`config.mk`:
```
export PLATFORM = sky130hd
export DESIGN_NAME = art_timer
export DESIGN_NICKNAME = d
export VERILOG_FILES = /design/src/shared/art_pkg.sv /design/src/core/art_sync.sv /design/src/core/art_chan.sv /design/src/core/art_timer.sv
export VERILOG_INCLUDE_DIRS = /design/src /design/src/shared
export SDC_FILE = /design/constraint.sdc
export NUM_CORES = 1
export LEC_CHECK = 0
export ABC_CLOCK_PERIOD_IN_PS = 4800
export CAP_MARGIN = 20
export CORE_UTILIZATION = 40
export DETAILED_ROUTE_END_ITERATION = 16
export DONT_BUFFER_PORTS = 1
export HOLD_SLACK_MARGIN = 0.08
export PLACE_DENSITY = 0.63
export RECOVER_POWER = 100
export SLEW_MARGIN = 5
export SYNTH_ARGS = -nofsm -noshare
export SYNTH_HDL_FRONTEND = slang
export SYNTH_SLANG_ARGS = --single-unit
```
`constraint.sdc`:
```
create_clock -name pclk -period 4.8 [get_ports pclk]
set_input_delay 0.72 -clock pclk [delete_from_list [all_inputs] [get_ports pclk]]
set_output_delay 0.72 -clock pclk [all_outputs]
set_load 0.1 [all_outputs]
```
`src/shared/art_map.svh`:
```
`ifndef ART_MAP_SVH
`define ART_MAP_SVH

// Counter geometry
`define ART_CW        12
`define ART_CNT_MAX   12'hFFF
`define ART_CNT_RST   12'h000
`define ART_SLOW_MAX  5'h1F

// Register indices; byte address is four times the index
`define ART_IDX_CSR   6'h0D
`define ART_IDX_CNTH  6'h0E
`define ART_IDX_CNTL  6'h0F
`define ART_IDX_RLDH  6'h10
`define ART_IDX_RLDL  6'h11
`define ART_IDX_OE    6'h12
`define ART_IDX_CH0   6'h13
`define ART_IDX_CH3   6'h16
`define ART_IDX_DCR0H 6'h17
`define ART_IDX_DCR3L 6'h1E
`define ART_IDX_CAPH  6'h1F
`define ART_IDX_CAPL  6'h20
`define ART_IDX_TRAN  6'h21
`define ART_IDX_BRK   6'h22

// Control-status fields
`define ART_CSR_ICF   6
`define ART_CSR_CAPTURE_IRQ_ENABLE  5
`define ART_CSR_CKH   4
`define ART_CSR_CKL   3
`define ART_CSR_OVF   2
`define ART_CSR_OVERFLOW_IRQ_ENABLE 1
`define ART_CSR_COMPARE_IRQ_ENABLE 0

// Channel status-control fields
`define ART_CH_INV    1
`define ART_CH_COMPARE_MATCH_FLAG   0

// Break control fields
`define ART_BRK_BA    5
`define ART_BRK_BREAK_PIN_ENABLE  4
`define ART_BRK_PATH  3

// Transfer control
`define ART_TRAN_BIT  0
`define ART_TRAN_RST  1'b1

// Counter clock select codes
`define ART_CK_OFF    2'b00
`define ART_CK_LITE   2'b01
`define ART_CK_CPU    2'b10
`define ART_CK_FAST   2'b11

`endif

```
`src/shared/art_pkg.sv`:
```
package art_pkg;

  typedef struct packed {
    logic [11:0] duty_act;
    logic        inv_sh;
    logic        level;
  } art_chan_t;

  typedef struct packed {
    logic [11:0]      cnt;
    logic [11:0]      reload;
    logic [3:0][11:0] duty;
    logic [3:0]       oe;
    logic [3:0]       inv;
    logic [3:0]       compare_match_flag;
    logic             capture_flag;
    logic             capture_irq_enable;
    logic [1:0]       ck;
    logic             ovf;
    logic             overflow_irq_enable;
    logic             compare_irq_enable;
    logic             ba;
    logic             break_pin_enable;
    logic [3:0]       pat;
    logic             xfer;
    logic [11:0]      cap;
    logic             cap_prev;
    logic [4:0]       pre;
    logic             rdy;
    logic [31:0]      prdata;
    logic             slverr;
    logic [3:0]       pwm;
    logic [3:0]       alt;
    logic             irq_ovf;
    logic             irq_cc;
  } art_top_t;

endpackage : art_pkg

```
`src/core/art_sync.sv`:
```
module art_sync #(
  parameter int WIDTH = 1
) (
  // Clock and reset
  input  wire logic             clk,
  input  wire logic             rst_n,
  // Data
  input  wire logic [WIDTH-1:0] d,
  output logic      [WIDTH-1:0] q
);

  typedef struct packed {
    logic [WIDTH-1:0] s1;
    logic [WIDTH-1:0] s2;
  } art_sync_t;

  art_sync_t s;
  art_sync_t next_s;

  always_comb begin
    next_s    = s;
    next_s.s1 = d;
    next_s.s2 = s.s1;
  end

  always_ff @(posedge clk or negedge rst_n) begin
    if (!rst_n) begin
      s <= '0;
    end else begin
      s <= next_s;
    end
  end

  assign q = s.s2;

endmodule : art_sync

```
`src/core/art_chan.sv`:
```
`include "art_map.svh"

module art_chan
  import art_pkg::*;
(
  // Clock and reset
  input  wire logic        pclk,
  input  wire logic        presetn,
  // Settings
  input  wire logic [11:0] duty_pre,
  input  wire logic        inv,
  input  wire logic        xfer_en,
  input  wire logic        clear,
  // Counter events
  input  wire logic        step,
  input  wire logic        ovf,
  input  wire logic [11:0] cnt_nx,
  // Results
  output logic             match,
  output logic             wave
);

  art_chan_t s;
  art_chan_t next_s;

  // Overflow owns the cycle; duty above reload keeps them apart
  assign match = step && !ovf && (cnt_nx == s.duty_act)
                 && (s.duty_act != `ART_CNT_RST);
  assign wave  = s.level ^ s.inv_sh;

  always_comb begin
    next_s = s;
    if (clear) begin
      next_s.duty_act = `ART_CNT_RST;
      next_s.level    = 1'b0;
    end else if (ovf) begin
      next_s.level = 1'b1;
      if (xfer_en) begin
        next_s.duty_act = duty_pre;
      end
    end else if (match) begin
      next_s.level = 1'b0;
    end
    // Without transfer mode the invert acts at once
    if (!xfer_en || ovf) begin
      next_s.inv_sh = inv;
    end
  end

  always_ff @(posedge pclk or negedge presetn) begin
    if (!presetn) begin
      s <= '0;
    end else begin
      s <= next_s;
    end
  end

endmodule : art_chan

```
`src/core/art_timer.sv`:
```
`include "art_map.svh"

module art_timer
  import art_pkg::*;
(
  // Clock and reset
  input  wire logic        pclk,
  input  wire logic        presetn,
  // APB slave
  input  wire logic        psel,
  input  wire logic        penable,
  input  wire logic        pwrite,
  input  wire logic [7:0]  paddr,
  input  wire logic [31:0] pwdata,
  output logic      [31:0] prdata,
  output logic             pready,
  output logic             pslverr,
  // Counter clock ticks, same clock domain
  input  wire logic        lite_tick,
  input  wire logic        fast_tick,
  // Power modes
  input  wire logic        slow_mode,
  input  wire logic        halt_mode,
  input  wire logic        active_halt,
  // Pins
  input  wire logic        break_n_pin,
  input  wire logic        capture_input,
  output logic      [3:0]  pwm_channel_out,
  output logic      [3:0]  pwm_alt_en,
  // Interrupt requests
  output logic             ovf_irq,
  output logic             cmp_cap_irq
);

  art_top_t s;
  art_top_t next_s;

  logic [1:0]  pin_s;
  logic        brk_n_s;
  logic        cap_s;
  logic        src;
  logic        run;
  logic        step;
  logic        wrap;
  logic        pwm_ok;
  logic [11:0] cnt_nx;
  logic [3:0]  match;
  logic [3:0]  wave;
  logic [5:0]  idx;
  logic [5:0]  doff;
  logic [5:0]  coff;
  logic        is_dcr;
  logic        is_ch;
  logic        hit;
  logic [31:0] rd_data;
  logic        acc;

  // Both pins come from outside the clock domain
  art_sync #(
    .WIDTH (2)
  ) u_pin_sync (
    .clk   (pclk),
    .rst_n (presetn),
    .d     ({break_n_pin, capture_input}),
    .q     (pin_s)
  );

  // Sync resets to zero; a low break pin is only seen once synced
  assign brk_n_s = pin_s[1] | ~s.break_pin_enable;
  assign cap_s   = pin_s[0];

  // Counter clock source and power gating
  always_comb begin
    case (s.ck)
      `ART_CK_LITE: src = lite_tick;
      `ART_CK_CPU:  src = 1'b1;
      `ART_CK_FAST: src = fast_tick;
      default:      src = 1'b0;
    endcase
  end

  assign run = !halt_mode && !s.ba
               && !(active_halt && !(s.ck == `ART_CK_LITE && s.overflow_irq_enable));
  assign step   = src && run
                  && (!slow_mode || s.pre == `ART_SLOW_MAX);
  assign wrap   = step && (s.cnt == `ART_CNT_MAX);
  assign cnt_nx = wrap ? s.reload : s.cnt + 12'h001;
  assign pwm_ok = s.ck != `ART_CK_LITE;

  for (genvar i = 0; i < 4; i++) begin : g_chan
    art_chan u_chan (
      .pclk     (pclk),
      .presetn  (presetn),
      .duty_pre (s.duty[i]),
      .inv      (s.inv[i]),
      .xfer_en  (s.xfer),
      .clear    (s.ba),
      .step     (step && pwm_ok),
      .ovf      (wrap && pwm_ok),
      .cnt_nx   (cnt_nx),
      .match    (match[i]),
      .wave     (wave[i])
    );
  end

  // Address decode
  assign idx    = paddr[7:2];
  assign doff   = idx - `ART_IDX_DCR0H;
  assign coff   = idx - `ART_IDX_CH0;
  assign is_dcr = idx >= `ART_IDX_DCR0H && idx <= `ART_IDX_DCR3L;
  assign is_ch  = idx >= `ART_IDX_CH0 && idx <= `ART_IDX_CH3;

  always_comb begin
    rd_data = 32'h0000_0000;
    hit     = paddr[1:0] == 2'b00;
    if (is_dcr) begin
      if (doff[0]) begin
        rd_data[7:0] = s.duty[doff[2:1]][7:0];
      end else begin
        rd_data[3:0] = s.duty[doff[2:1]][11:8];
      end
    end else if (is_ch) begin
      rd_data[`ART_CH_INV]  = s.inv[coff[1:0]];
      rd_data[`ART_CH_COMPARE_MATCH_FLAG] = s.compare_match_flag[coff[1:0]];
    end else begin
      case (idx)
        `ART_IDX_CSR: begin
          rd_data[`ART_CSR_ICF]   = s.capture_flag;
          rd_data[`ART_CSR_CAPTURE_IRQ_ENABLE]  = s.capture_irq_enable;
          rd_data[`ART_CSR_CKH]   = s.ck[1];
          rd_data[`ART_CSR_CKL]   = s.ck[0];
          rd_data[`ART_CSR_OVF]   = s.ovf;
          rd_data[`ART_CSR_OVERFLOW_IRQ_ENABLE] = s.overflow_irq_enable;
          rd_data[`ART_CSR_COMPARE_IRQ_ENABLE] = s.compare_irq_enable;
        end
        `ART_IDX_CNTH: rd_data[3:0] = s.cnt[11:8];
        `ART_IDX_CNTL: rd_data[7:0] = s.cnt[7:0];
        `ART_IDX_RLDH: rd_data[3:0] = s.reload[11:8];
        `ART_IDX_RLDL: rd_data[7:0] = s.reload[7:0];
        `ART_IDX_OE: begin
          rd_data[6] = s.oe[3];
          rd_data[4] = s.oe[2];
          rd_data[2] = s.oe[1];
          rd_data[0] = s.oe[0];
        end
        `ART_IDX_CAPH: rd_data[3:0] = s.cap[11:8];
        `ART_IDX_CAPL: rd_data[7:0] = s.cap[7:0];
        `ART_IDX_TRAN: rd_data[`ART_TRAN_BIT] = s.xfer;
        `ART_IDX_BRK: begin
          rd_data[`ART_BRK_BA]   = s.ba;
          rd_data[`ART_BRK_BREAK_PIN_ENABLE] = s.break_pin_enable;
          rd_data[3:0]           = s.pat;
        end
        default: hit = 1'b0;
      endcase
    end
  end

  // Second access cycle completes the transfer
  assign acc = psel && penable && s.rdy;

  always_comb begin
    next_s     = s;
    next_s.rdy = psel && penable && !s.rdy;
    if (psel && penable && !s.rdy) begin
      next_s.prdata = pwrite ? 32'h0000_0000 : rd_data;
      next_s.slverr = !hit;
    end

    // Software writes
    if (acc && pwrite && hit) begin
      if (is_dcr) begin
        if (doff[0]) begin
          next_s.duty[doff[2:1]][7:0] = pwdata[7:0];
        end else begin
          next_s.duty[doff[2:1]][11:8] = pwdata[3:0];
        end
      end else if (is_ch) begin
        next_s.inv[coff[1:0]] = pwdata[`ART_CH_INV];
      end else begin
        case (idx)
          `ART_IDX_CSR: begin
            // Flag bits ignore writes
            next_s.capture_irq_enable  = pwdata[`ART_CSR_CAPTURE_IRQ_ENABLE];
            next_s.ck    = pwdata[`ART_CSR_CKH:`ART_CSR_CKL];
            next_s.overflow_irq_enable = pwdata[`ART_CSR_OVERFLOW_IRQ_ENABLE];
            next_s.compare_irq_enable = pwdata[`ART_CSR_COMPARE_IRQ_ENABLE];
          end
          `ART_IDX_RLDH: next_s.reload[11:8] = pwdata[3:0];
          `ART_IDX_RLDL: next_s.reload[7:0]  = pwdata[7:0];
          `ART_IDX_OE: begin
            next_s.oe = {pwdata[6], pwdata[4], pwdata[2], pwdata[0]};
          end
          `ART_IDX_TRAN: next_s.xfer = pwdata[`ART_TRAN_BIT];
          `ART_IDX_BRK: begin
            next_s.ba   = pwdata[`ART_BRK_BA];
            next_s.break_pin_enable = pwdata[`ART_BRK_BREAK_PIN_ENABLE];
            next_s.pat  = pwdata[`ART_BRK_PATH:0];
          end
          default: ;
        endcase
      end
    end

    // Read side effects
    if (acc && !pwrite && hit) begin
      if (is_ch) begin
        next_s.compare_match_flag[coff[1:0]] = 1'b0;
      end else if (idx == `ART_IDX_CSR) begin
        next_s.ovf = 1'b0;
      end else if (idx == `ART_IDX_CAPH || idx == `ART_IDX_CAPL) begin
        next_s.capture_flag = 1'b0;
      end
    end

    // Prescaler for slow mode
    if (src && run && slow_mode) begin
      next_s.pre = s.pre + 5'h01;
    end else if (!slow_mode) begin
      next_s.pre = 5'h00;
    end

    // Counter; hardware events follow so a set beats a clear
    if (step) begin
      next_s.cnt = cnt_nx;
    end
    if (wrap) begin
      next_s.ovf = 1'b1;
      if (pwm_ok && s.xfer) begin
        next_s.xfer = 1'b0;
      end
    end
    for (int i = 0; i < 4; i++) begin
      if (match[i]) begin
        next_s.compare_match_flag[i] = 1'b1;
      end
    end

    // Capture stays frozen while its flag is up
    next_s.cap_prev = cap_s;
    if ((cap_s ^ s.cap_prev) && !s.capture_flag) begin
      next_s.cap = s.cnt;
      next_s.capture_flag = 1'b1;
    end

    if (!brk_n_s) begin
      next_s.ba = 1'b1;
    end
    if (next_s.ba) begin
      next_s.cnt    = `ART_CNT_RST;
      next_s.reload = `ART_CNT_RST;
      next_s.duty   = '0;
      next_s.oe     = 4'h0;
    end

    // Registered pin and request outputs
    next_s.pwm = next_s.ba ? next_s.pat : wave;
    next_s.alt = next_s.ba ? 4'hF : next_s.oe;
    next_s.irq_ovf = next_s.ovf && next_s.overflow_irq_enable;
    next_s.irq_cc  = (|(next_s.compare_match_flag) && next_s.compare_irq_enable)
                     || (next_s.capture_flag && next_s.capture_irq_enable);
  end

  always_ff @(posedge pclk or negedge presetn) begin
    if (!presetn) begin
      s      <= '0;
      s.xfer <= `ART_TRAN_RST;
    end else begin
      s <= next_s;
    end
  end

  assign prdata          = s.prdata;
  assign pready          = s.rdy;
  assign pslverr         = s.slverr;
  assign pwm_channel_out = s.pwm;
  assign pwm_alt_en      = s.alt;
  assign ovf_irq         = s.irq_ovf;
  assign cmp_cap_irq     = s.irq_cc;

endmodule : art_timer

```
Word level (Yosys, flattened, before mapping)
Cells that the tools add are included.
Cells by class
  add/sub/neg operators: 4
  magnitude comparators: 8
  equality and inequality tests: 23
  muxes and demuxes: 102
  bitwise logic cells: 11
  reductions and logical operators: 75
Operator list (count)
  $mux 12: 18
  $bwmux 48: 2
  $mux 48: 2
  $mux 76: 1
  $mux 68: 1
  $demux 12 s2: 2
  $eq 12x12->1: 4
  $reduce_bool 12->1: 4
  $mux 8: 5
  $mux 4: 9
  $logic_and 1x1->1: 35
  $mux 1: 34
  $mux 9: 3
  $bmux 12 s2: 1
  $eq 6x5->1 const B: 4
  $eq 6x4->1 const B: 3
  $eq 6x6->1 const B: 3
  $pmux 1 s8: 2
  $reduce_and 4->1: 4
  $mux 5: 3
  $reduce_bool 2->1: 7
  $add 12x1->12 const B: 1
  $eq 12x12->1 const B: 1
  $ge 6x5->1 const B: 2
  other kinds (35): 72
Word-level totals
  register bits: 220
  bits of input ports: 52
  output and inout bits: 44
  logic and storage cells: 267

Longest topological paths before layout
Gate-level depths: netlist of the first run.
  word-level depth: 18
  mapped depth: 14
  mapped depth without buffers: 12

Cells and area by module
Synthesis of the first run repeated with hierarchy kept, for this count alone.
Unflattened totals
  cell total of the unflattened synthesis: 1147
  area total of the unflattened synthesis: 11200.7 sq um
By module, submodules not included
  art_timer: instances 1, cells an instance 783, area an instance 8012.7 sq um, seq. area each 3404.5 sq um
  art_chan: instances 4, cells an instance 90, area an instance 772.0 sq um, seq. area each 350.3 sq um
  art_sync: instances 1, cells an instance 4, area an instance 100.1 sq um, seq. area each 100.1 sq um

Worst setup path before layout of the first run
Ideal clock, no wire load.
  kind: register to register
  from: reg s (netlist bit pready)
  to: reg s[125] (netlist bit)
  library setup time: 121 ps
  arrival time: 3267 ps
  data required time: 4679 ps
  slack: 1412 ps
  stages on the path, launching flop included: 12
  buffers on the path: 2
  clock period less this slack: 3388 ps
  cells stage by stage: dfrtp_1 -> nand4_1 -> or2_2 -> clkbuf_1 -> nor2_2 -> mux2i_1 -> and2_1 -> buf_2 -> inv_2 -> a31oi_1 -> nor3b_2 -> a22o_1
Between the ends
  cells in the longest elaborated chain, start to end: 7
  elaborated cells between the ends (all ways): 9
  classes of those cells: 3 x mux; 6 x reduce/logical
RTL lines
  start, declared: line art_timer.sv:35  | art_top_t s;
  start signal, assigned: line art_timer.sv:269  | s <= next_s;
  $logic_and 1x1->1 (*): line art_timer.sv:160  | assign acc = psel && penable && s.rdy;
  $logic_and 1x1->1 (*) (2 in series): line art_timer.sv:171  | if (acc && pwrite && hit) begin
  $mux 9: line art_timer.sv:171
  $mux 1: line art_timer.sv:246  | if (!brk_n_s) begin
  $reduce_bool 2->1 (no source line)
  $reduce_and 2->1 (no source line)
Mark *: on every way between the ends. The rest lies on a longest branch, timed or not.
A chain may end at the register's enable or synchronous reset.

==> results of run 1 <==
report_power, final:
| group | switching (mW) | internal [mW] |
|---|---|---|
| logic | 0.143 | 0.0312 |
| registers | 0.0274 | 1.66 |
| clock network | 0.715 | 0.793 |
logic make-up (layout without fill, tap and decap cells):
| group | count (synthesis) | after routing | share of synthesized area (%) |
|---|---|---|---|
| adders and majority gates | 10 | 10 | 1.15 |
| muxes | 75 | 75 | 9.03 |
| AOI/OAI and AO/OA | 261 | 261 | 17.3 |
| other | 1 | 24 | 0.0345 |
| xor gates and xnor gates | 41 | 41 | 3.43 |
| and+or+nand+nor | 345 | 345 | 16.5 |
| buffers and inverters | 144 | 99 | 7.42 |
| DFF | 196 | 196 | 45.2 |
placed cells by master (no fill, tap or decap), types with 16 or more instances in the layout:
cell type,n
sky130_fd_sc_hd__nor3_1,28
sky130_fd_sc_hd__a21oi_1,28
sky130_fd_sc_hd__nand2_1,108
sky130_fd_sc_hd__inv_1,44
sky130_fd_sc_hd__o21ai_0,64
sky130_fd_sc_hd__clkbuf_16,17
sky130_fd_sc_hd__conb_1,24
sky130_fd_sc_hd__xnor2_1,23
sky130_fd_sc_hd__mux2i_1,26
sky130_fd_sc_hd__nand3_1,21
sky130_fd_sc_hd__nor2_1,63
sky130_fd_sc_hd__dfrtp_1,195
sky130_fd_sc_hd__a22oi_1,16
sky130_fd_sc_hd__o22ai_1,24
sky130_fd_sc_hd__xor2_1,16
sky130_fd_sc_hd__nand2b_1,41
sky130_fd_sc_hd__a22o_1,37
sky130_fd_sc_hd__mux2_2,28
sequential cells by signal, summed over array words and instances, names as in the netlist, 2 cells and up:
register	cells
g_chan.u_chan.s	56
prdata	8
pwm_alt_en	4
pwm_channel_out	4
s	116
u_pin_sync.next_s	2
u_pin_sync.q	2
cell usage after synthesis (21+ instances only):
master	number	area, um^2
sky130_fd_sc_hd__o21ai_0	60	300
sky130_fd_sc_hd__inv_1	44	165
sky130_fd_sc_hd__nand3_1	21	105
sky130_fd_sc_hd__mux2_2	34	383
sky130_fd_sc_hd__dfrtp_1	195	4880
sky130_fd_sc_hd__a22o_1	37	324
sky130_fd_sc_hd__nand2_1	108	405
sky130_fd_sc_hd__mux2i_1	26	260
sky130_fd_sc_hd__nor3_1	28	140
sky130_fd_sc_hd__a21oi_1	28	140
sky130_fd_sc_hd__xnor2_1	23	201
sky130_fd_sc_hd__buf_4	43	323
sky130_fd_sc_hd__nor2_1	64	240
sky130_fd_sc_hd__o22ai_1	24	150
sky130_fd_sc_hd__clkbuf_1	35	131
sky130_fd_sc_hd__nand2b_1	41	257
per-layer routing:
metal  up-vias  track usage [%]
li1       3738                -
met1      4315             34.3
met2       415             36.2
met3        69             4.90
met4         0             7.81
met5         -                0
per-stage QoR:
step           instances  cell area (um^2)  hold slack (ps)  util, %  total power [mW]
6_report            1386             11500            -41.0     43.5              3.37
3_5_place_dp        1353             10900              336     41.4              1.89
5_1_grt             1386             11500            -56.5     43.5              3.45
4_1_cts             1385             11500            -49.0     43.8              3.38
2_1_floorplan       1096             11000              331        -              1.89
3_3_place_gp        1353             10900              334     41.4              1.89
path summary, 6_finish.rpt:
path,start,end,cells past startpoint
worst min-delay path,presetn,u_pin_sync.q[0]$_DFF_PN0_,0
worst max register to register,s[149]$_DFFE_PN0P_,cmp_cap_irq$_DFF_PN0_,10
max in group asynchronous,presetn,s[62]$_DFF_PN1_,0
worst max-delay path,s[149]$_DFFE_PN0P_,cmp_cap_irq$_DFF_PN0_,10
min in group pclk,capture_input,u_pin_sync.next_s[0]$_DFF_PN0_,0
worst min register to register,u_pin_sync.next_s[1]$_DFF_PN0_,u_pin_sync.q[1]$_DFF_PN0_,0
final cells by class:
type	instances	area (um^2)	share of cell area, %
clock buffer	17	425	3.72
clock inverter	15	193	1.68
inverter	45	169	1.48
multi-input combinational	756	5190	45.3
sequential	196	4910	42.8
tap	335	419	3.66
timing repair buffer	22	153	1.33
repair_timing:
action	in CTS	in global routing
endpoints found under the hold margin	195	195
endpoints found under the setup margin	0	0
setup buffers	0	0
==> out/results.txt, run 1 <==
After layout, the worst path uses 88.2% of the clock period. Setup repair after global routing left no endpoint under its margin. The minimum clock period works out to 4230 ps. Once the floorplan was initialized, standard cells occupied 41.2% of the core. Grouping stages by cell kind, the critical path spends the most delay in simple AND/OR/NAND/NOR gates.

Static timing analysis puts the maximum clock frequency at 236 MHz. The tool flagged a number of max-cap violations equal to 0. The logs give 0 for the number of antenna violations at the first check in global routing and 570 ps for the slack of the worst reg-to-reg path.

The chip height is 167 um. The critical path's most frequent cell was sky130_fd_sc_hd__nand4_1. For the aggregate global routing overflow, the log shows 0. After detailed routing, no signal wire sits above met4. For this run, the detailed router's first-pass iteration total came to 9.

The share of async-settable or async-resettable flops after synthesis works out to 100%. VDD sags by at most 0.250 mV. The tools report the number of max-slew violations in the final report as 0. Clock-pin slew was measured on the worst setup and hold paths at 80 ps. Standard-cell row count: 59.

The share of cells above drive strength 1 was 11.5%; the number of buffers added on ports was 0. The wire length of the first global-routing pass is 50,300 um. For the buffer depth of the longest clock path, the log shows 2. The final reports fail on hold timing. For this design the ratio of total power to cell area is 294 mW/mm^2.

On the worst path, the slowest cell contributes a delay of 820 ps. The run finished, with violations left. The class of the most critical hold timing path was primary input to async pin. The die covers 0.0278 mm^2. The fill cell instance count of the final layout was 2,568; the final layout net count was 1,100. The signed area change from the synthesized netlist to the final layout was 5.39%. Each instance of the synthesized netlist takes up on average 10.1 um^2. Using the TritonRoute via totals, the vias-per-cell ratio works out to 6.16. On the critical path, the stage with the largest delay is an instance of sky130_fd_sc_hd__or4_1.

Setup violations remaining at the end of the flow were counted as 0. The critical path buffer and inverter count was 0. Data arrives at the worst endpoint at 4540 ps. After the first detailed-routing iteration, the DRC count stood at 1,206.

The worst setup path is of the flip-flop to flip-flop kind. For the post-synthesis sequential area ratio, the log shows 45.2%. Post-placement setup slack: 930 ps. In this run the cell area of the synthesized design comes to 0.0109 mm^2. For this run, design rule violations remaining after detail routing come to 0. At the pin with the least slew margin, the transition time is 1240 ps.

The startpoint class of the critical path is a flip-flop. Measured along the x axis, the die boundary spans 167 um. The average routed wire per standard cell was 23.6 um; the register bit count reported by yosys was 196. Walking the worst path, the cells encountered are ha_1, nand4_1, or4_1, nor3_4, a21oi_1, xor2_1, nand4_1, o31ai_1, o41ai_1, nand2_1. In the synthesized netlist, the number of instances is 1,073. In this run the number of H-tree levels came out at 4. For the final setup skew, the log shows 12.0 ps. Worst hold slack across all endpoints: -41.0 ps. TritonCTS built the clock tree. Global routing used 24.0% of the available tracks. Of all nets on the critical path, the largest fanout is 13.

96 I/O pins were placed. Buffers inserted during clock tree synthesis total 17. Entering global routing, the biggest net connects 197 pins. Final wirelength: 32,800 um. In the detailed route, the total length drawn on met2 is 14,600 um. The region available for standard cell placement spans 0.0264 mm^2. The repair_antennas step left the layout with diodes totalling 0. The insertion delay of the later-clocked pin in the worst-skew pair was 450 ps; the headroom to the max-slew limit was 17.1%. The number of global-route vias before repair is 8,184. Once routing completed, OpenROAD measured the worst setup slack at 566 ps. The primary flip-flop cell chosen by synthesis mapping is sky130_fd_sc_hd__dfrtp_1. Adding up every negative setup slack in the final design gives 0 ps. Routability-driven placement finished with a final weighted congestion of 0.939.

The root cell of the clock tree was sky130_fd_sc_hd__clkbuf_16. The logs give 21 for the number of hold violations in the final report and 4.92 nW for the leakage power total. The logs give 8,537 for the total via count in the routed design and 24,100 um for the sum of net half-perimeters after detailed placement. The element type at the critical path end was a flip-flop. The routed design uses 2710 um of met3 wire. The synthesized design contains 0 enable-type register cells. The detailed-routing wirelength on met1 was 14,500 um.

Yosys printed 0 warnings. Once the clock tree was built, the resizer swapped 0 gates to a different size. The count of nets left with antenna violations once routing finished came out at 0.

After synthesis, the netlist uses 89 different library cells. Number of clock sinks: 196. At the worst endpoint, the required time is 5100 ps.
(Power assumes the default switching activity.)
==> run 2: changes to the inputs <==
- BUFFER_PORTS_ARGS: default -> -buffer_cell sky130_fd_sc_hd__buf_4
- DONT_BUFFER_PORTS: 1 -> default
- PLACE_DENSITY: 0.63 -> 0.66
- RECOVER_POWER: 100 -> 25
==> run 2 against run 1 <==
  * The flow finishes with violations (capacitance limit, slew limit)
  * Via count grew 0.84%
  * Core utilization increased by 1.5 points
  * Sequential share of layout area decreased by 1.5 points
  * Die area unchanged
  * Largest power group unchanged
==> out/results.txt, run 2 (synthesis gave the netlist of run 1 again) <==
96 I/O pins were placed. The share of cells above drive strength 1 was 16.8%; the iteration count of the initial detailed-routing pass was 5. The number of buffers created by CTS was 17; the maximum VDD drop was 0.258 mV. Clock tree synthesis found a total of 196 sinks. The floorplan step defined a die boundary enclosing 0.0278 mm^2. For this run, the total global-route usage over all layers was measured as 24.5%. The run gives 59 as the standard-cell row count.

The run gives 0 ps as the final-layout setup total negative slack. In the post-route analysis, the smallest setup slack over all paths is 553 ps. The register with the most flip-flops in the layout has 116 of them.

The post-route clock period utilization works out to 88.5%. The number of hold violations in the final report is 0, and the aggregate global routing overflow is 0. The longest individual stage delay on the worst path is 800 ps, and the final layout net count is 1,144.

The number of antenna violations at the first check in global routing was 0. The worst setup path is launched from a flip-flop. The run gives 2,481 as the fill cell instance count of the final layout. Hold is met by 357 ps. For the count of buffers added by post-CTS timing repair for setup, the log shows 0.

The tools report the number of violations of the max-capacitance limit as 1. Once the clock tree was built, the resizer swapped 0 gates to a different size. For the final setup skew, the log shows 10.1 ps. Setup repair after global routing left no endpoint under its margin.

The logs give 4 for the H-tree level count and 24,200 um for the sum of net half-perimeters after detailed placement. The width of the die is 167 um. The flow ran to the end, but the final reports show violations. Placer's final routability congestion estimate: 0.954. Setup violations remaining at the end of the flow were counted as 0.

For the number of global-route vias before repair, the log shows 8,233. In this run the power density over the cells is 285 mW/mm^2. The run gives 235 MHz as the fmax.

The register containing the most flip-flops in the final layout is s. Number of max-slew violations in the final report: 109. The tree is rooted in a sky130_fd_sc_hd__clkbuf_16. TritonCTS built the clock tree. Data on the critical path is required at its endpoint by 5100 ps. The first routing iteration left 1,044 violations. Among all stages on the critical path, the largest delay is contributed by sky130_fd_sc_hd__o41ai_1.

In this run the standard cell core region covers 0.0264 mm^2. The minimum clock period is 4250 ps. After detailed routing, the number of remaining DRC violations is 0. After clock tree synthesis, the clock-pin slew on the worst setup and hold paths is 80 ps. Dividing the detail-routed via count by the number of cells gives 6.02.

Category of the critical setup timing path: flip-flop to flip-flop. The critical path goes through ha_1, nand4_4, or4_4, nor3_4, a21oi_1, xor2_1, nand4_1, o31ai_4, o41ai_1, nand2_1. The die is 167 um tall.

The top cell types in the final layout, fill and taps aside, are 195 x sky130_fd_sc_hd__dfrtp_1, 108 x sky130_fd_sc_hd__nand2_1, 63 x sky130_fd_sc_hd__nor2_1. Class of the most critical hold timing path: flip-flop to flip-flop. The headroom to the max-slew limit is -81.2%, and the top fanout value on the critical path is 13. Maximum number of pins on one net before global-route repair: 110. STA puts the critical path data arrival time at 4540 ps. The final reports fail on capacitance limit, slew limit. Insertion delay of the later-clocked pin in the worst-skew pair: 440 ps.

The slew at the pin with the worst max-slew slack is 2720 ps, and the buffer depth of the longest clock path is 2. The library cell used most frequently in the layout, excluding fill and tap cells, is sky130_fd_sc_hd__dfrtp_1. The signed area change from the synthesized netlist to the final layout works out to 9.14%. The number of buffers added on ports is 47, and the utilization after layout is 45.0%.

The total via count in the routed design is 8,609, and the wire length of the first global-routing pass is 51,100 um. Post-placement setup slack: 742 ps. The average routed wire per standard cell was 23.0 um; the antenna diode instance count was 0. In this run the static leakage power is 5.19 nW. For this configuration, the core starts out at a cell density of 41.2%. Number of hold buffers added after cts: 0. After detailed routing, the total wire length is 32,900 um. The tools report the element type at the critical path end as a flip-flop. The count of nets left with antenna violations once routing finished came out at 0.
-- run 2: cell count changes in the layout (fill, tap and decap cells not counted), moves of 3 or more --
cell	previous run	this run
sky130_fd_sc_hd__buf_4	14	61
sky130_fd_sc_hd__mux2_1	6	0
sky130_fd_sc_hd__mux2_2	28	34
sky130_fd_sc_hd__clkbuf_1	6	1
sky130_fd_sc_hd__o21ai_0	64	60
sky130_fd_sc_hd__o21ai_1	0	4
sky130_fd_sc_hd__and2_0	5	2
sky130_fd_sc_hd__and2_1	7	10
sky130_fd_sc_hd__clkinv_8	2	5
sky130_fd_sc_hd__clkinvlp_4	3	0
sky130_fd_sc_hd__inv_6	2	5
-- run 2: stage by stage --
stage | power (mW) | cell area, um^2 | instances
floorplan | 1.89 | 11000 | 1096
global placement | 1.97 | 11300 | 1397
detailed placement | 1.97 | 11300 | 1397
CTS | 3.39 | 11900 | 1429
global route | 3.48 | 11900 | 1430
finish | 3.38 | 11900 | 1430
-- run 2: metal layers --
metal	routed length [um]	vias up	GRT usage (%)
li1	-	3824	-
met1	14600	4255	35.4
met2	14400	448	36.0
met3	2620	82	4.75
met4	1300	0	9.46
met5	0	-	0
-- run 2: power by group --
group          internal [mW]  leakage, nW  switching, mW  total (mW)
clock network          0.700        0.286          0.734        1.43
registers               1.66         2.69        0.00415        1.66
logic                 0.0535         2.21          0.227       0.280
-- run 2: layout make-up --
class | instances | area [um^2] | share of cell area [%]
Clock buffer | 18 | 429 | 3.62
Clock inverter | 14 | 163 | 1.37
Inverter | 45 | 169 | 1.42
Multi-Input combinational cell | 756 | 5260 | 44.3
Sequential cell | 196 | 4910 | 41.4
Tap cell | 335 | 419 | 3.53
Timing Repair Buffer | 66 | 518 | 4.37
-- run 2: final timing paths --
check | from | end | slack [ps] | cells past startpoint
worst max register to register | s[148]$_DFFE_PN0P_ | cmp_cap_irq$_DFF_PN0_ | 550 | 10
worst min register to register | u_pin_sync.next_s[1]$_DFF_PN0_ | u_pin_sync.q[1]$_DFF_PN0_ | 360 | 0
min in group asynchronous | presetn | u_pin_sync.q[0]$_DFF_PN0_ | 1130 | 1
worst max-delay path | s[148]$_DFFE_PN0P_ | cmp_cap_irq$_DFF_PN0_ | 550 | 10
max in group asynchronous | presetn | g_chan[2].u_chan.s[12]$_DFFE_PN0P_ | 2100 | 1
worst min-delay path | u_pin_sync.next_s[1]$_DFF_PN0_ | u_pin_sync.q[1]$_DFF_PN0_ | 360 | 0
-- run 2: critical path, delay by kind of cell, from the launching register on --
family | cells | cell delay, ps
flops | 1 | 620
simple gates | 5 | 1640
compound gates | 3 | 1220
fa+ha+maj | 1 | 390
xor+xnor | 1 | 210
